[config.mk]
export PLATFORM = sky130hd
export DESIGN_NAME = fcrc_top
export DESIGN_NICKNAME = d
export VERILOG_FILES = /design/src/design/fcrc_pkg.sv /design/src/design/fcrc_top.sv
export SDC_FILE = /design/constraint.sdc
export NUM_CORES = 1
export LEC_CHECK = 0
export BUFFER_PORTS_ARGS = -buffer_cell sky130_fd_sc_hd__buf_2
export CORE_ASPECT_RATIO = 1.2
export CORE_MARGIN = 2
export CORE_UTILIZATION = 35
export CTS_CLUSTER_SIZE = 30
export DETAILED_ROUTE_END_ITERATION = 6
export GPL_ROUTABILITY_DRIVEN = 0
export PLACE_DENSITY = 0.66
export REMOVE_ABC_BUFFERS = 1
export SYNTH_ARGS = -nofsm -noshare
export SYNTH_HDL_FRONTEND = slang
export SYNTH_SLANG_ARGS = --single-unit
export TNS_END_PERCENT = 1
[constraint.sdc]
create_clock -name clk -period 4 [get_ports clk]
set_clock_uncertainty 0.05 [all_clocks]
set_input_delay 0.2 -clock clk [delete_from_list [all_inputs] [get_ports clk]]
set_output_delay 0.2 -clock clk [all_outputs]
set_load 0.02 [all_outputs]
[src/design/fcrc_pkg.sv]
/*
 * Shared constants and types of the fast clock request controller.
 * Assumes a 20 MHz control clock and word-wide AHB-Lite register access.
 */
package fcrc_pkg;

  // ==========================================================
  // Clock plan, values in kHz, audio values in Hz
  localparam int unsigned CLK_KHZ        = 20000;
  localparam int unsigned APP_CPU_KHZ    = 128000;
  localparam int unsigned NET_CPU_KHZ    = 64000;
  localparam int unsigned FLASH_IF_KHZ   = 192000;
  localparam int unsigned USB_KHZ        = 48000;
  localparam int unsigned PERIPH_MID_KHZ = 32000;
  localparam int unsigned PERIPH_SLO_KHZ = 16000;
  localparam int unsigned CRYSTAL_KHZ    = 32000;
  localparam int unsigned AUDIO_LO_HZ    = 11289000;
  localparam int unsigned AUDIO_HI_HZ    = 12288000;

  // ==========================================================
  // Register byte offsets
  localparam logic [11:0] OFS_MAIN_START  = 12'h000;
  localparam logic [11:0] OFS_MAIN_STOP   = 12'h004;
  localparam logic [11:0] OFS_QSPI_START  = 12'h008;
  localparam logic [11:0] OFS_QSPI_STOP   = 12'h00C;
  localparam logic [11:0] OFS_AUDIO_START = 12'h010;
  localparam logic [11:0] OFS_AUDIO_STOP  = 12'h014;
  localparam logic [11:0] OFS_EV_MAIN     = 12'h100;
  localparam logic [11:0] OFS_EV_QSPI     = 12'h104;
  localparam logic [11:0] OFS_EV_AUDIO    = 12'h108;
  localparam logic [11:0] OFS_IRQ_EN      = 12'h300;
  localparam logic [11:0] OFS_IRQ_EN_SET  = 12'h304;
  localparam logic [11:0] OFS_IRQ_EN_CLR  = 12'h308;
  localparam logic [11:0] OFS_STATUS      = 12'h400;
  localparam logic [11:0] OFS_MAIN_SRC    = 12'h500;
  localparam logic [11:0] OFS_MAIN_ALW    = 12'h504;
  localparam logic [11:0] OFS_QSPI_SRC    = 12'h508;
  localparam logic [11:0] OFS_QSPI_ALW    = 12'h50C;
  localparam logic [11:0] OFS_AUDIO_ALW   = 12'h510;
  localparam logic [11:0] OFS_XO_CNT      = 12'h520;

  // Status field positions
  localparam int unsigned STAT_RUN_POS  = 0;
  localparam int unsigned STAT_SRC_POS  = 4;
  localparam int unsigned STAT_EXPL_POS = 8;

  // Source codes and reset values
  localparam logic        SRC_INT     = 1'b0;
  localparam logic        SRC_XO      = 1'b1;
  localparam logic [15:0] XO_CNT_RST  = 16'h0040;

  // ==========================================================
  // Types
  typedef enum logic [1:0] {
    CH_IDLE   = 2'b00,
    CH_WAIT   = 2'b01,
    CH_RUN    = 2'b11,
    CH_SWITCH = 2'b10
  } fcrc_ch_e;

  typedef struct packed {
    fcrc_ch_e    st;
    logic        expl;
    logic        pend;
    logic        alw;
    logic        sel;
    logic        act;
    logic [15:0] cnt;
    logic        evt;
  } fcrc_ch_s;

  typedef struct packed {
    logic main;
    logic qspi;
    logic audio;
  } fcrc_tri_s;

  typedef struct packed {
    fcrc_tri_s req;
    fcrc_tri_s expl;
    fcrc_tri_s src;
  } fcrc_sub_s;

  typedef struct packed {
    logic app_cpu;
    logic net_cpu;
    logic flash_if;
    logic periph_fast;
    logic usb;
    logic periph_mid;
    logic periph_slow;
    logic audio;
  } fcrc_gate_s;

  typedef struct packed {
    fcrc_ch_s    main;
    fcrc_ch_s    qspi;
    fcrc_ch_s    audio;
    fcrc_tri_s   ev;
    logic        main_sel;
    logic        qspi_sel;
    fcrc_tri_s   alw;
    logic [15:0] xo_cnt;
    logic [31:0] irq_en;
    logic        dph_wr;
    logic [11:0] dph_addr;
    logic [31:0] rdata;
    logic [3:0]  sync1;
    logic [3:0]  sync2;
  } fcrc_state_s;

endpackage : fcrc_pkg

[src/design/fcrc_top.sv]
/*
 * Fast clock request controller of one core: register slave, three
 * clock channels (main, flash interface, audio) and clock gate enables.
 * Assumes a shared power and clock subsystem that answers each request
 * with an asynchronous ready level and performs the actual switching.
 */
// The AHB-Lite slave port and the placing of the registers are this design's own decisions.
// What this block does
// - Any core request is forwarded while the system is on; gates open once the clock runs.
// - Request drops when core requests cease; subsystem stops only when all idle.
// - Main or flash request without explicit start uses internal oscillator, stopping when requests end; audio always uses the crystal.
// - Fast clocks reach the core only while the system is on.
// - Main source selection is latched only by the main start task.
// - Main started event waits for selected oscillator running and stable.
// - Flash interface source selection is latched only by its start task.
// - Flash interface started event waits for selected oscillator stable.
// - Audio start runs the crystal; audio started event when stable.
// - Retriggered start before its event yields one event for the last trigger.
// - Start after a raised event produces a fresh event.
// - Switch to crystal waits the programmed crystal startup count.
// - Crystal requested per channel; all clocks of one channel share its source.
// - Source stops only when stopped explicitly and no automatic requests remain, or when the system is off.
// - Stop only needed after start; repeated starts without stop are accepted.
// - Source changes are glitch free on the distributed clocks.
// - Core clocks of 128, 64, 192, 48, 32 and 16 MHz are provided.
// - Audio clock runs near 11.289 or 12.288 MHz, tunable.
// - Sources are internal 192/128/64 MHz oscillator and 32 MHz crystal.
// - Interrupt enable, set and clear share storage with the power block.
// - A source may be kept running ahead of requests, costing power.
`timescale 1ns/1ns

module fcrc_top (
  input  wire logic                clk,
  input  wire logic                nrst,
  input  wire logic                ce,
  input  wire logic                hsel,
  input  wire logic [31:0]         haddr,
  input  wire logic [1:0]          htrans,
  input  wire logic                hwrite,
  input  wire logic [2:0]          hsize,
  input  wire logic [31:0]         hwdata,
  input  wire logic                hready,
  output logic      [31:0]         hrdata,
  output logic                     hreadyout,
  output logic                     hresp,
  input  wire logic                sys_on,
  input  wire fcrc_pkg::fcrc_tri_s auto_req,
  input  wire fcrc_pkg::fcrc_tri_s src_ready,
  output fcrc_pkg::fcrc_sub_s      sub_req,
  output fcrc_pkg::fcrc_gate_s     gates,
  output logic      [31:0]         irq_enable
);

  // ==========================================================
  // State
  fcrc_pkg::fcrc_state_s s_reg;
  fcrc_pkg::fcrc_state_s s_next;

  // Synchronised subsystem levels
  logic      sys_on_s;
  logic      rdy_main;
  logic      rdy_qspi;
  logic      rdy_audio;

  // Bus decode and task strobes
  logic      aph_valid;
  logic      wr_ok;
  logic      t_main_start;
  logic      t_main_stop;
  logic      t_qspi_start;
  logic      t_qspi_stop;
  logic      t_audio_start;
  logic      t_audio_stop;
  fcrc_pkg::fcrc_tri_s ev_clr;

  // ==========================================================
  // Channel step: one clock channel from request to running clock
  function automatic fcrc_pkg::fcrc_ch_s ch_step(
    input fcrc_pkg::fcrc_ch_s c,
    input logic               start,
    input logic               stop,
    input logic               autoreq,
    input logic               sel_cfg,
    input logic               alw_cfg,
    input logic               ready,
    input logic               on,
    input logic [15:0]        xo_cnt,
    input logic               force_xo
  );
    fcrc_pkg::fcrc_ch_s n;
    logic               req;
    logic               want;
    logic [15:0]        load;
    n     = c;
    n.evt = 1'b0;
    if (start) begin
      n.expl = 1'b1;
      n.pend = 1'b1;
      n.sel  = sel_cfg;
      n.alw  = alw_cfg;
    end else if (stop) begin
      n.expl = 1'b0;
      n.alw  = 1'b0;
      n.pend = 1'b0;
    end
    req  = on & (n.expl | n.alw | autoreq);
    want = force_xo ? fcrc_pkg::SRC_XO : (n.expl ? n.sel : fcrc_pkg::SRC_INT);
    load = (want == fcrc_pkg::SRC_XO) ? xo_cnt : 16'h0000;
    unique case (c.st)
      fcrc_pkg::CH_IDLE: begin
        if (req) begin
          n.act = want;
          n.cnt = load;
          n.st  = fcrc_pkg::CH_WAIT;
        end
      end
      fcrc_pkg::CH_WAIT: begin
        if (!req) begin
          n.st = fcrc_pkg::CH_IDLE;
        end else if (want != c.act) begin
          n.st = fcrc_pkg::CH_SWITCH;
        end else if (ready) begin
          if (c.cnt != 16'h0000) begin
            n.cnt = c.cnt - 16'h0001;
          end else begin
            n.st = fcrc_pkg::CH_RUN;
            if (n.pend) begin
              n.evt  = 1'b1;
              n.pend = 1'b0;
            end
          end
        end
      end
      fcrc_pkg::CH_RUN: begin
        if (!req) begin
          n.st = fcrc_pkg::CH_IDLE;
        end else if (want != c.act) begin
          n.st = fcrc_pkg::CH_SWITCH;
        end else if (n.pend) begin
          n.evt  = 1'b1;
          n.pend = 1'b0;
        end
      end
      fcrc_pkg::CH_SWITCH: begin
        // Ready of the old source is still in the synchroniser: wait for it to fall
        n.act = want;
        n.cnt = load;
        if (!req) begin
          n.st = fcrc_pkg::CH_IDLE;
        end else if (!ready) begin
          n.st = fcrc_pkg::CH_WAIT;
        end
      end
    endcase
    return n;
  endfunction : ch_step

  // ==========================================================
  // Register read multiplexer
  function automatic logic [31:0] rd_mux(
    input fcrc_pkg::fcrc_state_s s,
    input logic [11:0]           a
  );
    logic [31:0] d;
    d = 32'h0000_0000;
    unique case (a)
      fcrc_pkg::OFS_EV_MAIN:   d[0] = s.ev.main;
      fcrc_pkg::OFS_EV_QSPI:   d[0] = s.ev.qspi;
      fcrc_pkg::OFS_EV_AUDIO:  d[0] = s.ev.audio;
      fcrc_pkg::OFS_IRQ_EN,
      fcrc_pkg::OFS_IRQ_EN_SET,
      fcrc_pkg::OFS_IRQ_EN_CLR: d = s.irq_en;
      fcrc_pkg::OFS_STATUS: begin
        d[fcrc_pkg::STAT_RUN_POS +: 3] = {s.main.st == fcrc_pkg::CH_RUN,
                                          s.qspi.st == fcrc_pkg::CH_RUN,
                                          s.audio.st == fcrc_pkg::CH_RUN};
        d[fcrc_pkg::STAT_SRC_POS +: 3] = {s.main.act, s.qspi.act, s.audio.act};
        d[fcrc_pkg::STAT_EXPL_POS +: 3] = {s.main.expl, s.qspi.expl,
                                           s.audio.expl};
      end
      fcrc_pkg::OFS_MAIN_SRC:  d[0] = s.main_sel;
      fcrc_pkg::OFS_MAIN_ALW:  d[0] = s.alw.main;
      fcrc_pkg::OFS_QSPI_SRC:  d[0] = s.qspi_sel;
      fcrc_pkg::OFS_QSPI_ALW:  d[0] = s.alw.qspi;
      fcrc_pkg::OFS_AUDIO_ALW: d[0] = s.alw.audio;
      fcrc_pkg::OFS_XO_CNT:    d[15:0] = s.xo_cnt;
      default:                 d = 32'h0000_0000;
    endcase
    return d;
  endfunction : rd_mux

  // ==========================================================
  // Bus decode
  // Zero wait states; every response is OKAY, unmapped reads give zero
  assign hreadyout = 1'b1;
  assign hresp     = 1'b0;
  assign hrdata    = s_reg.rdata;
  assign aph_valid = hsel & htrans[1] & hready;

  // Only whole-word writes reach the registers
  assign wr_ok = s_reg.dph_wr;

  // Task strobes in the write data phase, bit 0 set triggers
  assign t_main_start  = wr_ok & (s_reg.dph_addr == fcrc_pkg::OFS_MAIN_START) & hwdata[0];
  assign t_main_stop   = wr_ok & (s_reg.dph_addr == fcrc_pkg::OFS_MAIN_STOP) & hwdata[0];
  assign t_qspi_start  = wr_ok & (s_reg.dph_addr == fcrc_pkg::OFS_QSPI_START) & hwdata[0];
  assign t_qspi_stop   = wr_ok & (s_reg.dph_addr == fcrc_pkg::OFS_QSPI_STOP) & hwdata[0];
  assign t_audio_start = wr_ok & (s_reg.dph_addr == fcrc_pkg::OFS_AUDIO_START) & hwdata[0];
  assign t_audio_stop  = wr_ok & (s_reg.dph_addr == fcrc_pkg::OFS_AUDIO_STOP) & hwdata[0];

  // Writing zero to an event register clears it
  assign ev_clr.main  = wr_ok & (s_reg.dph_addr == fcrc_pkg::OFS_EV_MAIN) & ~hwdata[0];
  assign ev_clr.qspi  = wr_ok & (s_reg.dph_addr == fcrc_pkg::OFS_EV_QSPI) & ~hwdata[0];
  assign ev_clr.audio = wr_ok & (s_reg.dph_addr == fcrc_pkg::OFS_EV_AUDIO) & ~hwdata[0];

  // Second synchroniser stage only; the first stage is never read here
  assign sys_on_s  = s_reg.sync2[3];
  assign rdy_main  = s_reg.sync2[2];
  assign rdy_qspi  = s_reg.sync2[1];
  assign rdy_audio = s_reg.sync2[0];

  // ==========================================================
  // Next state
  always_comb begin
    s_next = s_reg;

    // Subsystem levels are asynchronous to clk
    s_next.sync1 = {sys_on, src_ready.main, src_ready.qspi, src_ready.audio};
    s_next.sync2 = s_reg.sync1;

    // Address phase capture and registered read data
    s_next.dph_wr   = aph_valid & hwrite & (hsize == 3'b010);
    s_next.dph_addr = {haddr[11:2], 2'b00};
    if (aph_valid & ~hwrite) begin
      s_next.rdata = rd_mux(s_reg, {haddr[11:2], 2'b00});
    end

    // Configuration writes; source and always-run settings act only at a start task, interrupt enables at once
    if (wr_ok) begin
      unique case (s_reg.dph_addr)
        fcrc_pkg::OFS_MAIN_SRC:   s_next.main_sel  = hwdata[0];
        fcrc_pkg::OFS_MAIN_ALW:   s_next.alw.main  = hwdata[0];
        fcrc_pkg::OFS_QSPI_SRC:   s_next.qspi_sel  = hwdata[0];
        fcrc_pkg::OFS_QSPI_ALW:   s_next.alw.qspi  = hwdata[0];
        fcrc_pkg::OFS_AUDIO_ALW:  s_next.alw.audio = hwdata[0];
        fcrc_pkg::OFS_XO_CNT:     s_next.xo_cnt    = hwdata[15:0];
        fcrc_pkg::OFS_IRQ_EN:     s_next.irq_en    = hwdata;
        fcrc_pkg::OFS_IRQ_EN_SET: s_next.irq_en    = s_reg.irq_en | hwdata;
        fcrc_pkg::OFS_IRQ_EN_CLR: s_next.irq_en    = s_reg.irq_en & ~hwdata;
        default:                  s_next.irq_en    = s_reg.irq_en;
      endcase
    end

    s_next.main = ch_step(s_reg.main, t_main_start, t_main_stop, auto_req.main,
                          s_reg.main_sel, s_reg.alw.main, rdy_main, sys_on_s,
                          s_reg.xo_cnt, 1'b0);
    s_next.qspi = ch_step(s_reg.qspi, t_qspi_start, t_qspi_stop, auto_req.qspi,
                          s_reg.qspi_sel, s_reg.alw.qspi, rdy_qspi, sys_on_s,
                          s_reg.xo_cnt, 1'b0);
    s_next.audio = ch_step(s_reg.audio, t_audio_start, t_audio_stop,
                           auto_req.audio, fcrc_pkg::SRC_XO, s_reg.alw.audio,
                           rdy_audio, sys_on_s, s_reg.xo_cnt, 1'b1);

    s_next.ev.main  = (s_reg.ev.main & ~ev_clr.main) | s_reg.main.evt;
    s_next.ev.qspi  = (s_reg.ev.qspi & ~ev_clr.qspi) | s_reg.qspi.evt;
    s_next.ev.audio = (s_reg.ev.audio & ~ev_clr.audio) | s_reg.audio.evt;
  end

  // ==========================================================
  // State register, frozen while ce is low
  always_ff @(posedge clk) begin
    if (!nrst) begin
      s_reg        <= '0;
      s_reg.xo_cnt <= fcrc_pkg::XO_CNT_RST;
    end else if (ce) begin
      s_reg <= s_next;
    end
  end

  // ==========================================================
  // Requests to the shared subsystem
  // Level falls only with no explicit, always-run or automatic need, or when the system is off
  // Always-run keeps the request up only while the system is on
  assign sub_req.req.main   = s_reg.main.st != fcrc_pkg::CH_IDLE;
  assign sub_req.req.qspi   = s_reg.qspi.st != fcrc_pkg::CH_IDLE;
  assign sub_req.req.audio  = s_reg.audio.st != fcrc_pkg::CH_IDLE;
  assign sub_req.expl.main  = s_reg.main.expl;
  assign sub_req.expl.qspi  = s_reg.qspi.expl;
  assign sub_req.expl.audio = s_reg.audio.expl;
  assign sub_req.src.main   = s_reg.main.act;
  assign sub_req.src.qspi   = s_reg.qspi.act;
  assign sub_req.src.audio  = s_reg.audio.act;

  // ==========================================================
  // Clock gate enables
  // Every clock of a channel shares its source
  // Main feeds CPU and peripheral clocks, flash channel the USB one
  // Gates shut two cycles after sys_on falls, once the low level has passed the synchroniser
  always_comb begin
    gates             = '0;
    gates.app_cpu     = sys_on_s & (s_reg.main.st == fcrc_pkg::CH_RUN);
    gates.net_cpu     = gates.app_cpu;
    gates.periph_fast = gates.app_cpu;
    gates.periph_mid  = gates.app_cpu;
    gates.periph_slow = gates.app_cpu;
    gates.flash_if    = sys_on_s & (s_reg.qspi.st == fcrc_pkg::CH_RUN);
    gates.usb         = gates.flash_if;
    // Audio clock tuned elsewhere, gated here
    gates.audio       = sys_on_s & (s_reg.audio.st == fcrc_pkg::CH_RUN);
  end

  assign irq_enable = s_reg.irq_en;

endmodule : fcrc_top

==> results of run 1 <==
final cells by class:
type	count	area (um2)
clock buffers	20	447
clock inverters	12	133
fillers	2653	15500
inverters	24	92.6
multi-input cells	820	4910
flip-flops and latches	178	3560
well taps	335	419
repair buffers	202	1290
layer usage:
layer | up-vias | track usage | wire (um)
li1 | 4248 | - | -
met1 | 4202 | 0.238 | 11700
met2 | 299 | 0.327 | 13300
met3 | 49 | 0.0410 | 1640
met4 | 2 | 0.0664 | 651
met5 | - | 0 | 13
cell families after synthesis:
family          Yosys count
fa+ha+maj                 3
simple gates            442
flops                   178
xor+xnor                 16
compound gates          315
mux                      42
other cells               2
buf+inv                 175
placed cells by master (no fill, tap or decap), types with 4 or more instances in the layout:
cell type / instances
dfxtp_1: 178
a21boi_0: 4
dlygate4sd3_1: 43
nand2b_1: 5
xnor2_1: 5
inv_1: 23
a32o_1: 13
nor3_1: 40
a311oi_1: 7
o31ai_1: 10
clkbuf_16: 17
xor2_1: 11
a211oi_1: 8
o32ai_1: 5
a32oi_1: 8
nand2_1: 142
nand3b_1: 6
o21ai_0: 62
a21oi_1: 96
nand4_1: 11
a211oi_2: 9
a221oi_1: 14
a31oi_1: 10
nor2_1: 147
a22o_1: 4
nor2b_1: 6
nor4_1: 4
or3_1: 7
a22oi_1: 26
buf_4: 19
or2_2: 6
nor3b_1: 4
o211ai_1: 5
buf_2: 139
nand3_1: 32
mux2i_1: 42
what timing repair did:
action,4_1_cts,5_1_grt
setup buffers,0,0
resized for setup,0,0
endpoints found under the hold margin,57,0
hold buffers,43,0
endpoints found under the setup margin,0,0
path summary, 6_finish.rpt:
| kind | to | startpoint |
|---|---|---|
| worst max-delay path | s_reg[110]$_SDFFE_PN0P_ | s_reg[44]$_SDFFE_PN0P_ |
| worst min-delay path | s_reg[42]$_SDFFE_PN0P_ | haddr[2] |
| worst max register to register | s_reg[110]$_SDFFE_PN0P_ | s_reg[44]$_SDFFE_PN0P_ |
| worst min register to register | hrdata[24]$_SDFFE_PN0P_ | hrdata[24]$_SDFFE_PN0P_ |
stage by stage:
step,power [mW],instances
floorplan,2.00,1022
global placement,2.12,1516
detailed placement,2.13,1516
CTS,3.82,1591
global route,3.94,1591
finish,3.79,1591
power groups by stage:
stage / Clock (mW) / Sequential, mW / Combinational (mW)
after floorplan: 0 / 1.85 / 0.150
after global placement: 0 / 1.85 / 0.270
after detailed placement: 0 / 1.85 / 0.274
after CTS: 1.70 / 1.81 / 0.307
after global routing: 1.79 / 1.81 / 0.340
final: 1.67 / 1.81 / 0.309
worst reg2reg max path, stage by stage, from the launching register on:
cell,delay [ns]
dfxtp_1,0.48
nor3b_1,0.64
nand4_1,0.36
a21oi_2,0.36
nor2_1,0.08
buf_4,0.22
a21oi_2,0.14
buf_4,0.31
a221oi_1,0.10
a211oi_1,0.23
==> results.py, run 1 <==
metrics = {
    "timing": {
        "hold_viol_final": 0,
        "setup_tns_ns": 0,
        "max_freq_mhz": 326,
        "tightestPinTransition_ns": 1.07,
        "timing.final.crit_share": 0.766,
        "setup_violations": 0,
        "layout_min_cycle_time_ns": 3.07,
        "setup_slack_ns": 0.934,
        "maxSlewViolCount": 0,
        "fin_hold_ws_ns": 0.0447,
        "max_slew_margin": 0.285,
        "rsz0062_at_grt": "false",
    },
    "clock_network": {
        "cts_buffer_depth": 2,
        "clk_latency_ns": 0.44,
        "numCtsBuffers": 17,
        "cts.sinks": 178,
        "cts_tree": "done",
        "cts-root-buf": "clkbuf_16",
        "cts_max_level": 4,
        "clkSlewWorstSetupHoldPaths_ns": 0.07,
    },
    "critical_path": {
        "worstPathMaxFanout": 32,
        "cp_slowest_stage_delay_ns": 0.64,
        "criticalPathCategory": "register to register",
        "ff2ff_path_depth": 9,
        "critPathLaunchType": "register",
        "path_cells": "nor3b_1, nand4_1, a21oi_2, nor2_1, buf_4, a21oi_2, buf_4, a221oi_1, a211oi_1",
        "arrival_ns": 3.36,
        "critical_path.slowest_cell": "nor3b_1",
        "reg2reg_setup_slack_ns": 0.93,
        "cp_top_family": "simple AND/OR/NAND/NOR gates",
        "endpoint_kind": "register",
        "cp_num_cells": 9,
        "path_buf_inv": 2,
        "critPathRequiredTime_ns": 4.30,
    },
    "power": {
        "p_int_mw": 2.85,
        "pwr-share-comb": 0.081,
        "sw_frac_of_total": 0.248,
        "switchingPower_mw": 0.941,
        "p_clk_frac": 0.440,
        "leakagePower_nw": 4.11,
        "pwr-share-seq": 0.478,
        "irDropWorstVdd_v": 0.000300,
        "power_density_nw_per_um2": 349,
    },
    "die": {
        "core_area_um2": 26400,
        "dieHeight_um": 184,
        "start_util": 0.357,
        "dieArea_um2": 28200,
        "rows": 65,
        "boundaryPins": 165,
        "die_w_um": 154,
    },
    "routing": {
        "drt_first_iter_violations": 847,
        "firstDrtPassIters": 6,
        "vias": 8800,
        "routed_wl_um": 27300,
        "remaining_drc_errors": 0,
        "wl_per_cell_um": 17.2,
        "viasPerCell": 5.53,
        "ant_nets": 0,
    },
    "job": {
        "cap_violations": 0,
    },
    "yosys": {
        "yosys.area_share.simple": 0.221,
        "netlist-cell-type-count": 78,
        "syn_area_per_cell_um2": 8.02,
        "yosysMostFrequentCell": "dfxtp_1",
        "synth_area_leaders": "dfxtp_1 38%, buf_4 6.5%, nor2_1 5.9%",
        "synth_compound_area_frac": 0.231,
        "synth_edf_count": 0,
        "syn_inst": 1173,
        "synth_area_um2": 9400,
        "synth_xor_area_frac": 0.0149,
        "synth_common_cells": "178 x dfxtp_1, 148 x nor2_1, 142 x nand2_1, 97 x a21oi_1, 81 x buf_4",
        "synth.area.mux_share": 0.0447,
        "yosysTopAreaCell": "dfxtp_1",
        "synth_ff_type": "dfxtp_1",
        "ys_async_sr_fraction": 0,
        "synth_top_area_share": 0.379,
        "ys_ff_latch": 178,
        "seq_area_frac_synth": 0.379,
        "yosys_warnings": 0,
        "synth_top_family_by_area": "compound AO/OA/AOI/OAI gates",
        "synthAdderAreaFrac": 0.00399,
    },
    "global_routing": {
        "overflow": 0,
        "grt_pass1_vias": 8252,
        "antenna_found_initial": 1,
        "grt_max_degree": 94,
        "grt_usage": 0.191,
        "grt_pass1_wl_um": 43700,
    },
    "cells_and_area": {
        "final_nets": 1328,
        "final_area_um2": 10900,
        "largest_reg_flops": 100,
        "num_antenna_cells": 0,
        "area_delta_synth_final_pct": 15.4,
        "post-route-util": 0.412,
        "drive_gt1_frac": 0.182,
    },
    "worst_hold_path": {
        "hold_depth": 3,
        "min_path_type": "primary input to register",
    },
    "placed_design": {
        "placed_area_um2": 9840,
        "numPortBuffers": 139,
        "place_hpwl_um": 18400,
        "preCtsSetupSlack_ns": 0.942,
    },
    "status": {
        "status": "finished, final reports clean",
    },
}
(Power assumes the default switching activity.)
==> inputs of run 2 (changes only) <==
PLACE_DENSITY = 0.68   (was 0.66)
clock period = 2.79 ns   (was 4 ns; I/O delays follow)
==> run 2 against run 1 <==
Core utilization rose by 0.94 points. Via count rose by 2.1%. Sequential share of layout area fell by 0.73 points. Count of clock-buffer cells in the layout fell by 3. Largest cell class unchanged.
==> results.py, run 2 (synthesis gave the netlist of run 1 again) <==
metrics = {
    "critical_path": {
        "path_buf_inv": 0,
        "criticalPathCategory": "register to register",
        "endpoint_kind": "register",
        "critPathRequiredTime_ns": 3.10,
        "critical_path.slowest_cell": "or4b_1",
        "arrival_ns": 2.97,
        "critPathLaunchType": "register",
        "worstPathMaxFanout": 15,
        "cp_top_family": "simple AND/OR/NAND/NOR gates",
        "path_cells": "or4b_1, nor4_2, o21ai_1, o32ai_4, a31o_2, nor2_1, a211oi_1",
        "cp_slowest_stage_delay_ns": 0.65,
    },
    "clock_network": {
        "cts-root-buf": "clkbuf_16",
        "cts_buffer_depth": 2,
        "clkSlewWorstSetupHoldPaths_ns": 0.08,
        "cts-resized-gates": 0,
        "cts.sinks": 178,
        "cts_tree": "done",
        "cts_max_level": 4,
        "clk_latency_ns": 0.44,
        "numCtsBuffers": 17,
        "cts_setup_buffers": 0,
    },
    "power": {
        "power_density_nw_per_um2": 492,
        "p_int_mw": 3.96,
        "pwr-share-comb": 0.086,
        "p_clk_frac": 0.439,
        "pwr-share-seq": 0.475,
        "switchingPower_mw": 1.50,
        "power.total_mw": 5.46,
        "irDropWorstVdd_v": 0.000424,
        "leakagePower_nw": 4.26,
        "sw_frac_of_total": 0.275,
    },
    "timing": {
        "layout_min_cycle_time_ns": 2.66,
        "timing.final.crit_share": 0.954,
        "max_freq_mhz": 376,
        "max_slew_margin": 0.475,
        "fin_hold_ws_ns": 0.0175,
        "hold_viol_final": 0,
        "setup_violations": 0,
        "setup_tns_ns": 0,
        "rsz0062_at_grt": "false",
        "tightestPinTransition_ns": 0.784,
        "maxSlewViolCount": 0,
    },
    "placed_design": {
        "place_hpwl_um": 19000,
        "placed_area_um2": 10100,
        "numPortBuffers": 139,
        "dpl.cell_count": 1544,
    },
    "cells_and_area": {
        "nFillCells": 2636,
        "drive_gt1_frac": 0.202,
        "largest_reg_flops": 100,
        "layout_common_cells": "178 x dfxtp_1, 147 x nor2_1, 142 x nand2_1",
        "area_delta_synth_final_pct": 18.0,
        "final_common_cell": "dfxtp_1",
        "stdcell_count": 1622,
        "final_area_um2": 11100,
        "final_nets": 1358,
    },
    "routing": {
        "remaining_drc_errors": 0,
        "ant_nets": 0,
        "wl_per_cell_um": 17.2,
        "viasPerCell": 5.54,
        "vias": 8984,
        "drt_first_iter_violations": 698,
        "firstDrtPassIters": 5,
        "routed_wl_um": 28000,
    },
    "die": {
        "start_util": 0.357,
        "core_area_um2": 26400,
        "boundaryPins": 165,
        "die_w_um": 154,
        "dieArea_um2": 28200,
        "rows": 65,
        "dieHeight_um": 184,
    },
    "worst_hold_path": {
        "min_path_type": "primary input to register",
    },
    "status": {
        "status": "finished, final reports clean",
    },
    "global_routing": {
        "grt_pass1_vias": 8555,
        "grt_max_degree": 43,
        "grt_pass1_wl_um": 44400,
        "grt_usage": 0.193,
        "antenna_found_initial": 1,
        "overflow": 0,
    },
    "job": {
        "cap_violations": 0,
    },
}
[run 2: cell types whose count changed in the layout (fill, tap and decap cells not counted), sizes merged]
| cell | previous run | this run |
|---|---|---|
| a31o | 5 | 6 |
| dlygate4sd3 | 43 | 44 |
| buf | 159 | 187 |
| clkinvlp | 3 | 2 |
| clkinv | 6 | 2 |
| diode | 0 | 1 |
| clkbuf | 20 | 17 |
| inv | 25 | 35 |
| bufinv | 2 | 0 |
[run 2: routing by layer]
metal / global-route usage / share of wire
met1: 0.247 / 0.44
met2: 0.330 / 0.48
met4: 0.0620 / 0.023
met3: 0.0339 / 0.062
met5: 0 / 0
[run 2: repair_timing]
| item | CTS | global route |
|---|---|---|
| hold endpoints to repair | 58 | 0 |
| setup endpoints to repair | 0 | 1 |
| hold buffers | 44 | 0 |
[run 2: tightest hold or removal path, stage by stage]
cell and delay [ns]:
buf_2 0.16, mux2i_1 0.09, nor2_1 0.08
[run 2: path summary, 6_finish.rpt]
| path | startpoint | end | slack [ns] | depth (start not counted) |
|---|---|---|---|---|
| worst min register to register | hrdata[20]$_SDFFE_PN0P_ | hrdata[20]$_SDFFE_PN0P_ | 0.40 | 2 |
| worst max-delay path | s_reg[51]$_SDFFE_PN0P_ | s_reg[140]$_SDFFE_PN0P_ | 0.13 | 7 |
| worst min-delay path | haddr[10] | s_reg[50]$_SDFFE_PN0P_ | 0.02 | 3 |
| worst max register to register | s_reg[51]$_SDFFE_PN0P_ | s_reg[140]$_SDFFE_PN0P_ | 0.13 | 7 |
[run 2: power by group through the flow]
stage / clock, mW / sequential (mW) / combinational (mW)
floorplan: 0 / 2.65 / 0.215
global placement: 0 / 2.65 / 0.405
detailed placement: 0 / 2.65 / 0.412
CTS: 2.42 / 2.60 / 0.462
global route: 2.53 / 2.60 / 0.513
finish: 2.40 / 2.60 / 0.469
[run 2: final cells by class]
cell class	count	area, um2	share of cell area
multi-input cells	821	4920	0.443
flip-flops and latches	178	3560	0.321
repair buffers	231	1520	0.137
clock buffers	17	425	0.0383
well taps	335	419	0.0378
clock inverters	15	156	0.0141
inverters	24	92.6	0.00834
diodes	1	2.50	0.000225
[run 2: stage by stage]
stage | setup WS (ns) | util
2_1_floorplan | -1.32 | -
3_3_place_gp | 0.167 | 0.382
3_5_place_dp | 0.169 | 0.382
4_1_cts | 0.138 | 0.421
5_1_grt | 0.0176 | 0.421
6_report | 0.129 | 0.421
==> inputs of run 3 (changes only) <==
MAX_ROUTING_LAYER = met4   (was not set)
==> run 3 against run 2 <==
Critical path depth did not move. Non-clock buffer count did not move. Clock power barely moved. Sequential share of layout area unchanged. Count of clock-buffer cells in the layout is the same. Routed wire length increased by 0.28%. Power about the same. Highest routed layer unchanged. Largest power group unchanged.
==> results.py, run 3 (synthesis gave the netlist of run 1 again) <==
metrics = {
    "status": {
        "status": "finished, final reports clean",
    },
    "die": {
        "start_util": 0.357,
        "dieArea_um2": 28200,
        "die_w_um": 154,
        "dieHeight_um": 184,
        "boundaryPins": 165,
        "rows": 65,
        "core_area_um2": 26400,
    },
    "timing": {
        "max_slew_margin": 0.483,
        "layout_min_cycle_time_ns": 2.66,
        "setup_slack_ns": 0.133,
        "tightestPinTransition_ns": 0.773,
        "timing.final.crit_share": 0.952,
        "max_freq_mhz": 376,
        "hold_viol_final": 0,
        "setup_violations": 0,
        "maxSlewViolCount": 0,
        "rsz0062_at_grt": "false",
    },
    "critical_path": {
        "critPathLaunchType": "register",
        "endpoint_kind": "register",
        "critPathRequiredTime_ns": 3.10,
        "criticalPathCategory": "register to register",
        "arrival_ns": 2.96,
        "worstPathMaxFanout": 15,
    },
    "global_routing": {
        "grt_max_degree": 43,
        "grt_pass1_vias": 8548,
        "antenna_found_initial": 1,
        "grt_pass1_wl_um": 44400,
        "overflow": 0,
        "grt_usage": 0.199,
    },
    "cells_and_area": {
        "drive_gt1_frac": 0.202,
        "largest_reg_flops": 100,
        "final_nets": 1358,
        "layout_common_cells": "178 x dfxtp_1, 147 x nor2_1, 142 x nand2_1",
        "final_common_cell": "dfxtp_1",
        "area_delta_synth_final_pct": 18.0,
    },
    "clock_network": {
        "cts_max_level": 4,
        "cts_tree": "done",
        "cts-root-buf": "clkbuf_16",
        "cts-resized-gates": 0,
        "clk_latency_ns": 0.44,
        "cts_buffer_depth": 2,
        "cts_setup_buffers": 0,
        "clkSlewWorstSetupHoldPaths_ns": 0.08,
        "numCtsBuffers": 17,
        "cts.sinks": 178,
    },
    "routing": {
        "viasPerCell": 5.54,
        "ant_nets": 0,
        "routed_wl_um": 28000,
        "drt_first_iter_violations": 779,
        "firstDrtPassIters": 6,
        "wl_per_cell_um": 17.3,
        "remaining_drc_errors": 0,
        "vias": 8989,
    },
    "job": {
        "cap_violations": 0,
    },
    "placed_design": {
        "numPortBuffers": 139,
        "place_hpwl_um": 19000,
        "preCtsSetupSlack_ns": 0.169,
    },
    "power": {
        "leakagePower_nw": 4.26,
        "power.total_mw": 5.46,
        "irDropWorstVdd_v": 0.000422,
        "power_density_nw_per_um2": 492,
    },
    "worst_hold_path": {
        "min_path_type": "primary input to register",
    },
}
-- run 3: path summary, 6_finish.rpt --
check	start	end	slack, ns	cells past startpoint
max	s_reg[51]$_SDFFE_PN0P_	s_reg[140]$_SDFFE_PN0P_	0.13	7
min reg2reg	hrdata[20]$_SDFFE_PN0P_	hrdata[20]$_SDFFE_PN0P_	0.40	2
min	haddr[10]	s_reg[50]$_SDFFE_PN0P_	0.02	3
max reg2reg	s_reg[51]$_SDFFE_PN0P_	s_reg[140]$_SDFFE_PN0P_	0.13	7
-- run 3: routing by layer --
metal / vias up / global-route usage / part of all wire
li1: 4315 / - / -
met1: 4275 / 0.247 / 0.44
met2: 358 / 0.330 / 0.48
met3: 41 / 0.0351 / 0.065
met4: 0 / 0.0620 / 0.020
met5: - / - / 0
-- run 3: timing repair --
item / CTS / global route
hold buffers: 44 / 0
setup endpoints to repair: 0 / 1
hold endpoints to repair: 58 / 0
-- run 3: area by class of cell --
class	instances	area [um2]
fill	2636	15200
multi-input combinational	821	4920
sequential	178	3560
timing repair buffer	231	1520
clock buffer	17	425
tap	335	419
clock inverter	15	156
inverter	24	92.6
antenna	1	2.50
-- run 3: critical path, stage by stage, from the launching register on --
cell	delay (ns)
dfxtp_1	0.35
or4b_1	0.65
nor4_2	0.37
o21ai_1	0.16
o32ai_4	0.22
a31o_2	0.49
nor2_1	0.08
a211oi_1	0.20
-- run 3: per-stage QoR --
step	hold slack (ns)	area [um2]	setup TNS, ns	util	instances
final	0.0215	11100	0	0.421	1622
after global routing	0.0429	11100	0	0.421	1622
after CTS	0.00755	11100	0	0.421	1620
after detailed placement	0.342	10100	0	0.382	1544
after global placement	0.328	10100	0	0.382	1544
after floorplan	0.151	8510	-30.84	-	1022
-- run 3: power by group --
group / switching, mW / internal [mW] / total, mW
clock network: 1.19 / 1.21 / 2.40
logic: 0.277 / 0.192 / 0.469
registers: 0.0328 / 2.56 / 2.60
